**config.mk**
```make
export PLATFORM = sky130hd
export DESIGN_NAME = ipe_endec
export DESIGN_NICKNAME = d
export VERILOG_FILES = /design/src/ipe_pkg.sv /design/src/ipe_buf2.sv /design/src/ipe_endec.sv
export SDC_FILE = /design/constraint.sdc
export NUM_CORES = 1
export LEC_CHECK = 0
export BUFFER_PORTS_ARGS = -buffer_cell sky130_fd_sc_hd__buf_4
export CAP_MARGIN = 30
export CORE_ASPECT_RATIO = 1.2
export CORE_MARGIN = 2
export CORE_UTILIZATION = 59
export DETAILED_ROUTE_END_ITERATION = 7
export GPL_TIMING_DRIVEN = 1
export MAX_ROUTING_LAYER = met4
export PLACE_DENSITY = 0.78
export SYNTH_ARGS = -nofsm -noshare
export SYNTH_HDL_FRONTEND = slang
export SYNTH_SLANG_ARGS = --single-unit
export TNS_END_PERCENT = 100
```
**constraint.sdc**
```tcl
create_clock -name core_clk -period 3.09 [get_ports core_clk]
set_clock_uncertainty 0.2 [all_clocks]
set_input_delay 0.4635 -clock core_clk [delete_from_list [all_inputs] [get_ports core_clk]]
set_output_delay 0.4635 -clock core_clk [all_outputs]
set_load 0.005 [all_outputs]
```
**src/ipe_pkg.sv**
```systemverilog
// Purpose: Shared constants and types for the infrared pulse encoder/decoder.
// Assumes: One baud tick per sixteenth of a bit, supplied by the UART.
// Notes: Counts are in baud ticks unless the name says otherwise.
package ipe_pkg;

  // Bit period: sixteen ticks, counted 0 to 15.
  localparam int unsigned CNT_W = 4;
  localparam logic [3:0] BIT_LAST = 4'hf;
  // Transmit pulse for a zero: low 0..6, high 7..9, low 10..15.
  localparam logic [3:0] PULSE_FIRST = 4'h7;
  localparam logic [3:0] PULSE_LAST = 4'h9;
  // Receive timing relative to the last detected falling edge.
  localparam logic [3:0] RX_UPDATE = 4'h8;
  localparam logic [3:0] RX_WIN_OPEN = 4'hc;
  // Bit periods without a pulse before the decoder falls idle.
  localparam logic [3:0] RX_IDLE_MISS = 4'ha;
  // Ticks that the receiver stays deaf after transmit activity.
  localparam logic [4:0] TX_HOLD_TICKS = 5'h10;
  // Idle level of the UART serial lines.
  localparam logic LINE_IDLE = 1'b1;
  // Width of one entry of the decoded bit buffer.
  localparam int unsigned BUF_W = 1;

  // Supported infrared bit rates and the receive clock floor.
  localparam int unsigned IR_BAUD_MIN = 9600;
  localparam int unsigned IR_BAUD_MAX = 115200;
  localparam int unsigned SYSCLK_MIN_HZ = 1000000;
  localparam int unsigned CLK_PERIOD_NS = 10;
  localparam int unsigned IR_PULSE_MIN_NS = 1400;
  localparam int unsigned IR_PULSE_MIN_CYC = IR_PULSE_MIN_NS / CLK_PERIOD_NS;

  typedef enum logic [2:0] {
    RX_IDLE = 3'b001,
    RX_HOLD = 3'b010,
    RX_WINDOW = 3'b100
  } ipe_rx_state_t;

endpackage

```
**src/ipe_buf2.sv**
```systemverilog
// Purpose: Two-entry buffer with valid and ready on both sides.
// Assumes: Push and pop may happen in the same cycle.
// Notes: All state holds while clk_en is low.
`timescale 1ns/1ps
module ipe_buf2
  import ipe_pkg::*;
#(
  parameter int unsigned W = BUF_W
) (
  // Clock and reset.
  input wire logic core_clk,
  input wire logic reset,
  input wire logic clk_en,
  // Filling side.
  input wire logic in_valid,
  output logic in_ready,
  input wire logic [W-1:0] in_data,
  // Draining side.
  output logic out_valid,
  input wire logic out_ready,
  output logic [W-1:0] out_data
);

  logic [W-1:0] mem_ff [2];
  logic wr_ptr_ff;
  logic rd_ptr_ff;
  logic [1:0] cnt_ff;
  logic push;
  logic pop;

  assign in_ready = cnt_ff != 2'h2;
  assign out_valid = cnt_ff != 2'h0;
  assign out_data = mem_ff[rd_ptr_ff];
  assign push = in_valid && in_ready;
  assign pop = out_valid && out_ready;

  // Storage is not reset; the count guards every read.
  always_ff @(posedge core_clk) begin
    if (clk_en && push) begin
      mem_ff[wr_ptr_ff] <= in_data;
    end
  end

  always_ff @(posedge core_clk) begin
    if (reset) begin
      wr_ptr_ff <= 1'b0;
      rd_ptr_ff <= 1'b0;
      cnt_ff <= 2'h0;
    end else if (clk_en) begin
      if (push) begin
        wr_ptr_ff <= ~wr_ptr_ff;
      end
      if (pop) begin
        rd_ptr_ff <= ~rd_ptr_ff;
      end
      case ({push, pop})
        2'b10: cnt_ff <= cnt_ff + 2'h1;
        2'b01: cnt_ff <= cnt_ff - 2'h1;
        default: cnt_ff <= cnt_ff;
      endcase
    end
  end

endmodule

```
**src/ipe_endec.sv**
```systemverilog
// Purpose: Infrared pulse encoder/decoder between a UART and a transceiver.
// Assumes: Pins and baud tick are synchronous to core_clk.
// Notes: Decoded bits also leave through a two-entry buffer.
// Contract
// - Encoder uses UART transmit bit and tick.
// - Each bit lasts sixteen baud ticks.
// - One bit keeps infrared output low.
// - Zero bit: low seven, high three, low six.
// - Enabled: pulse output drives transmit pin.
// - Enabled: decoded stream feeds UART receive.
// - Never transmit and receive together.
// - Bit rate is clock over sixteen divisor.
// - Supports 9600 to 115.2 kbaud rates.
// - Receive tick counter runs zero to fifteen.
// - Decoded stream lags input by eight ticks.
// - Falling input edge resets receive counter.
// - At count eight, update UART receive.
// - Window opens at twelve, closes at eight.
`timescale 1ns/1ps
module ipe_endec
  import ipe_pkg::*;
(
  // Clock, reset and freeze.
  input wire logic core_clk,
  input wire logic reset,
  input wire logic clk_en,
  // Mode and UART timing.
  input wire logic endec_en,
  input wire logic baud_tick,
  // UART side.
  input wire logic uart_txd,
  output logic uart_rxd,
  // Decoded bit stream.
  output logic rx_bit_data,
  output logic rx_bit_valid,
  input wire logic rx_bit_ready,
  // Pins.
  output logic txd_pin,
  input wire logic rxd_pin
);

  logic adv;
  logic infrared_rx_pulse_in;
  logic infrared_tx_pulse_out_ff;
  logic txd_pin_ff;
  logic uart_rxd_ff;
  logic [3:0] tx_cnt_ff;
  logic tx_bit_ff;
  logic [4:0] tx_hold_ff;
  logic tx_busy;
  logic tx_start;
  logic rx_prev_ff;
  logic rx_fall;
  logic rx_take;
  logic rx_update;
  logic [3:0] rx_cnt_ff;
  logic [3:0] nxt_rx_cnt;
  logic [3:0] rx_miss_ff;
  logic rx_pulse_seen_ff;
  ipe_rx_state_t rx_state_ff;
  ipe_rx_state_t nxt_rx_state;
  logic pend_valid_ff;
  logic pend_data_ff;
  logic buf_in_ready;

  // Each UART baud tick is one sixteenth of a bit.
  assign adv = clk_en && baud_tick;
  assign infrared_rx_pulse_in = rxd_pin;
  assign txd_pin = txd_pin_ff;
  assign uart_rxd = uart_rxd_ff;

  // Transmit is busy while the UART line or the current bit shows activity.
  assign tx_busy = tx_hold_ff != 5'h0;
  assign tx_start = endec_en && !tx_busy && !uart_txd;

  // Bit phase follows the UART start bit and the baud tick only.
  always_ff @(posedge core_clk) begin
    if (reset) begin
      tx_cnt_ff <= 4'h0;
      tx_bit_ff <= LINE_IDLE;
    end else if (adv) begin
      if (!endec_en) begin
        tx_cnt_ff <= 4'h0;
        tx_bit_ff <= LINE_IDLE;
      end else if (tx_start) begin
        tx_cnt_ff <= 4'h0;
        tx_bit_ff <= 1'b0;
      end else begin
        tx_cnt_ff <= tx_cnt_ff + 4'h1;
        if (tx_cnt_ff == BIT_LAST) begin
          tx_bit_ff <= uart_txd;
        end
      end
    end
  end

  // Activity hold that keeps the receiver deaf during transmit.
  always_ff @(posedge core_clk) begin
    if (reset) begin
      tx_hold_ff <= 5'h0;
    end else if (adv) begin
      if (endec_en && (!uart_txd || !tx_bit_ff)) begin
        tx_hold_ff <= TX_HOLD_TICKS;
      end else if (tx_busy) begin
        tx_hold_ff <= tx_hold_ff - 5'h1;
      end
    end
  end

  // A zero bit pulses in ticks 7..9, a one bit stays low.
  always_ff @(posedge core_clk) begin
    if (reset) begin
      infrared_tx_pulse_out_ff <= 1'b0;
    end else if (clk_en) begin
      infrared_tx_pulse_out_ff <= endec_en && !tx_bit_ff &&
        (tx_cnt_ff >= PULSE_FIRST) && (tx_cnt_ff <= PULSE_LAST);
    end
  end

  // Pin mux: pulses when enabled, raw UART line otherwise.
  always_ff @(posedge core_clk) begin
    if (reset) begin
      txd_pin_ff <= LINE_IDLE;
    end else if (clk_en) begin
      txd_pin_ff <= endec_en ? infrared_tx_pulse_out_ff : uart_txd;
    end
  end

  // Falling edge of the infrared input, accepted only in idle or window.
  assign rx_fall = rx_prev_ff && !infrared_rx_pulse_in;
  assign rx_take = clk_en && endec_en && !tx_busy && rx_fall &&
    (rx_state_ff == RX_IDLE || rx_state_ff == RX_WINDOW);

  always_ff @(posedge core_clk) begin
    if (reset) begin
      rx_prev_ff <= LINE_IDLE;
    end else if (clk_en) begin
      rx_prev_ff <= infrared_rx_pulse_in;
    end
  end

  // Local tick counter, cleared by an accepted edge.
  always_comb begin
    nxt_rx_cnt = rx_cnt_ff;
    if (rx_take) begin
      nxt_rx_cnt = 4'h0;
    end else if (adv) begin
      nxt_rx_cnt = rx_cnt_ff + 4'h1;
    end
  end

  always_ff @(posedge core_clk) begin
    if (reset) begin
      rx_cnt_ff <= 4'h0;
    end else if (clk_en) begin
      rx_cnt_ff <= nxt_rx_cnt;
    end
  end

  // Decision point eight ticks after the pulse edge.
  assign rx_update = adv && !rx_take && (nxt_rx_cnt == RX_UPDATE) &&
    (rx_state_ff != RX_IDLE);

  always_comb begin
    nxt_rx_state = rx_state_ff;
    unique case (rx_state_ff)
      RX_IDLE: begin
        if (rx_take) begin
          nxt_rx_state = RX_HOLD;
        end
      end
      RX_HOLD: begin
        if (rx_cnt_ff == RX_WIN_OPEN) begin
          nxt_rx_state = RX_WINDOW;
        end
      end
      RX_WINDOW: begin
        if (rx_take) begin
          nxt_rx_state = RX_HOLD;
        end else if (rx_update) begin
          nxt_rx_state = (rx_miss_ff == RX_IDLE_MISS - 4'h1) ? RX_IDLE : RX_HOLD;
        end
      end
    endcase
    if (!endec_en || tx_busy) begin
      nxt_rx_state = RX_IDLE;
    end
  end

  always_ff @(posedge core_clk) begin
    if (reset) begin
      rx_state_ff <= RX_IDLE;
    end else if (clk_en) begin
      rx_state_ff <= nxt_rx_state;
    end
  end

  // Pulse flag for the current bit; an edge sets, a decision clears.
  always_ff @(posedge core_clk) begin
    if (reset) begin
      rx_pulse_seen_ff <= 1'b0;
      rx_miss_ff <= 4'h0;
    end else if (clk_en) begin
      if (rx_take) begin
        rx_pulse_seen_ff <= 1'b1;
        rx_miss_ff <= 4'h0;
      end else if (rx_update) begin
        rx_pulse_seen_ff <= 1'b0;
        if (!rx_pulse_seen_ff) begin
          rx_miss_ff <= rx_miss_ff + 4'h1;
        end
      end else if (nxt_rx_state == RX_IDLE) begin
        rx_pulse_seen_ff <= 1'b0;
        rx_miss_ff <= 4'h0;
      end
    end
  end

  // UART receive line: decoded when enabled, raw pin when not.
  always_ff @(posedge core_clk) begin
    if (reset) begin
      uart_rxd_ff <= LINE_IDLE;
    end else if (clk_en) begin
      if (!endec_en) begin
        uart_rxd_ff <= infrared_rx_pulse_in;
      end else if (tx_busy) begin
        uart_rxd_ff <= LINE_IDLE;
      end else if (rx_update) begin
        uart_rxd_ff <= !rx_pulse_seen_ff;
      end
    end
  end

  // Decoded bit waits here until the buffer has room.
  always_ff @(posedge core_clk) begin
    if (reset) begin
      pend_valid_ff <= 1'b0;
      pend_data_ff <= LINE_IDLE;
    end else if (clk_en) begin
      if (rx_update) begin
        pend_valid_ff <= 1'b1;
        pend_data_ff <= !rx_pulse_seen_ff;
      end else if (buf_in_ready) begin
        pend_valid_ff <= 1'b0;
      end
    end
  end

  ipe_buf2 #(
    .W(BUF_W)
  ) i_ipe_buf2 (
    .core_clk(core_clk),
    .reset(reset),
    .clk_en(clk_en),
    .in_valid(pend_valid_ff),
    .in_ready(buf_in_ready),
    .in_data(pend_data_ff),
    .out_valid(rx_bit_valid),
    .out_ready(rx_bit_ready),
    .out_data(rx_bit_data)
  );
endmodule

```
==> out/qor.yml <==
use_met2_pct: 45.1
ant_nets: 0
cts_resized: 0
cp-start-kind: "flop"
drv_slew: 0
synth_top_area_share_pct: 34.8
post_dp_cell_area_um2: 2010
clock_sinks: 35
crit_type: "reg -> reg"
grt_overflow: 0
ctsHoldBuffers: 0
worst_slew_pin_slew_ns: 0.493
first_iter_violations: 128
die_h_um: 66.1
dp_cells: 259
clkTransAtPathRegs_ns: 0.11
end_kind: "flop"
p_leak_uw: 0.000786
wl_um: 3900
core_area_um2: 3060
fin_total_pwr_uw: 992
viasPerCell: 5.93
yosys.area.top_type: "dfxtp_1"
p_per_area_nw_per_um2: 477
hp-class: "in -> reg"
synth_top_family_by_area: "simple AND/OR/NAND/NOR gates"
gr-usage-all-layers_pct: 25.6
ys_types: 46
peakVddDrop_v: 0.000532
num_vias: 1583
post-cts-setup-buffers: 0
die_area_um2: 3690
grt_max_degree: 29
max-clock-path-buffers: 2
use_met3_pct: 5.48
critPathRequiredTime_ns: 3.16
cp.arrival_ns: 2.84
synth_compound_area_share_pct: 15.2
top_usage_layer: "met2"
initial_core_util_pct: 62.1
worstPathMaxFanout: 6
n_antenna_cell: 0
io_buffers: 11
min_period_ns: 2.77
final_common_cell: "dfxtp_1"
final_cell_count_no_fill: 267
hold_viol: 0
synth_seq_cells: 35
fmax_ghz: 0.361
ys_seq_area_share_pct: 38.0
synth-adder-area-share_pct: 6.59
numCtsBuffers: 5
dieWidth_um: 55.8
layout-drive-gt1-share_pct: 12.1
design_area_um2: 2080
drc: 0
cp-startpoint: "rx_cnt_ff[0]$_SDFFE_PP0P_"
synth-xor-area-share_pct: 8.31
nNetsFinal: 248
cts_tree: "yes"
finalSetupViolations: 0
yosys_warnings: 0
synthToLayoutAreaGrowth_pct: 9.49
synthMuxAreaShare_pct: 1.65
syn_avg_cell_area_um2: 8.75
tns_ns: 0
final.period_utilization_pct: 89.6
maxSlewHeadroom_pct: 67.0
clk_latency_ns: 0.34
grt_pass1_wl_um: 7160
gp_congestion: 1.12
dpl.hpwl_um: 2860
antenna_found_initial: 0
fill_cells: 262
yosys.area_share.simple_pct: 27.0
grt_pass1_vias: 1626
wire_per_inst_um: 14.6
ys_top_cells_by_area: "dfxtp_1, ha_1, nor2_1"
timing.hold.ws_ns: 0.139
synthCells: 217
status: "complete, no violations"
root_buffer: "clkbuf_4"
use_met1_pct: 26.7
ios: 12
drtPass1Iterations: 4
drv_cap: 0
hp-start: "rxd_pin"
syn_area_um2: 1900
mostFrequentLayoutCells: "dfxtp_1, nor2_1, nand2_1, a21oi_1"
rsz0062_at_grt: "false"
syn_nets: 235
htree_levels: 2
rr_startpoint: "rx_cnt_ff[0]$_SDFFE_PP0P_"
rows: 22
[registers in the layout (all words and copies together) (netlist names), 2 cells and up, named ones only]
register and cells:
rx_state_ff 3, tx_hold_ff 5, rx_miss_ff 4, rx_cnt_ff 4, i_ipe_buf2.mem_ff 2, tx_cnt_ff 4
i_ipe_buf2.cnt_ff 2
[cells in the mapped netlist, drive strengths merged]
| cell type | n |
|---|---|
| xnor2 | 11 |
| o211ai | 2 |
| xor2 | 7 |
| nor2 | 27 |
| mux2i | 2 |
| o21a | 1 |
| nor2b | 2 |
| nor3 | 6 |
| o21ai | 6 |
| nand2b | 3 |
| or4 | 3 |
| a21oi | 13 |
| a2111oi | 3 |
| nor4b | 1 |
| clkbuf | 3 |
| or3 | 3 |
| a211o | 3 |
| inv | 11 |
| o31ai | 2 |
| mux2 | 1 |
| a31oi | 4 |
| nor3b | 2 |
| nand3b | 5 |
| or2 | 1 |
| a41o | 1 |
| buf | 2 |
| nand4 | 2 |
| or4b | 1 |
| and3 | 2 |
| nand3 | 11 |
| o21bai | 1 |
| dfxtp | 33 |
| ha | 10 |
| edfxtp | 2 |
| nor4 | 1 |
| a21boi | 1 |
| a32oi | 2 |
| and2 | 5 |
| nand2 | 19 |
| a311o | 1 |
| nor4bb | 1 |
[metrics by stage]
step           worst slack (ns)  util [%]
2_1_floorplan             0.615         -
3_3_place_gp              0.545      65.6
3_5_place_dp              0.354      65.6
4_1_cts                   0.338      68.0
5_1_grt                   0.155      68.0
6_report                  0.322      68.0
[path summary, 6_finish.rpt]
kind / slack, ns / cells past startpoint / to
max: 0.32 / 8 / rx_miss_ff[3]$_SDFFE_PP0P_
min: 0.14 / 2 / rx_prev_ff$_SDFFE_PP1P_
max reg2reg: 0.32 / 8 / rx_miss_ff[3]$_SDFFE_PP0P_
min reg2reg: 0.27 / 2 / infrared_tx_pulse_out_ff$_SDFFE_PP0P_
[power breakdown]
part           switching, µW  internal, µW  total, µW
Clock                    155           133        287
Sequential              20.7           476        496
Combinational            125          83.6        208
Total                    300           692        992
[metal layers]
metal / vias to the layer above / share of wire (%)
li1: 788 / -
met1: 738 / 40
met2: 44 / 52
met3: 13 / 4.3
met4: 0 / 3.0
met5: - / 0
[critical path: stages (launching register included)]
cell and delay, ns:
dfxtp_1 0.44, inv_1 0.08, ha_1 0.31, nand2b_1 0.19, a2111oi_4 0.39, nand2_2 0.14, o21a_4 0.24, or4_1 0.50
a31oi_1 0.20
[cell type report]
type | instances | area, µm² | share of cell area [%]
inverters | 11 | 41.3 | 1.99
multi-input cells | 166 | 1120 | 53.7
well taps | 36 | 45.0 | 2.17
flip-flops and latches | 35 | 721 | 34.7
repair buffers | 11 | 82.6 | 3.97
clock inverters | 1 | 7.51 | 0.361
clock buffers | 7 | 65.1 | 3.13
[logic make-up after synthesis]
group | count (synthesis)
buf+inv | 16
xor+xnor | 18
simple gates | 95
mux | 3
fa+ha+maj | 10
compound gates | 40
flops | 35
(Power assumes the default switching activity.)
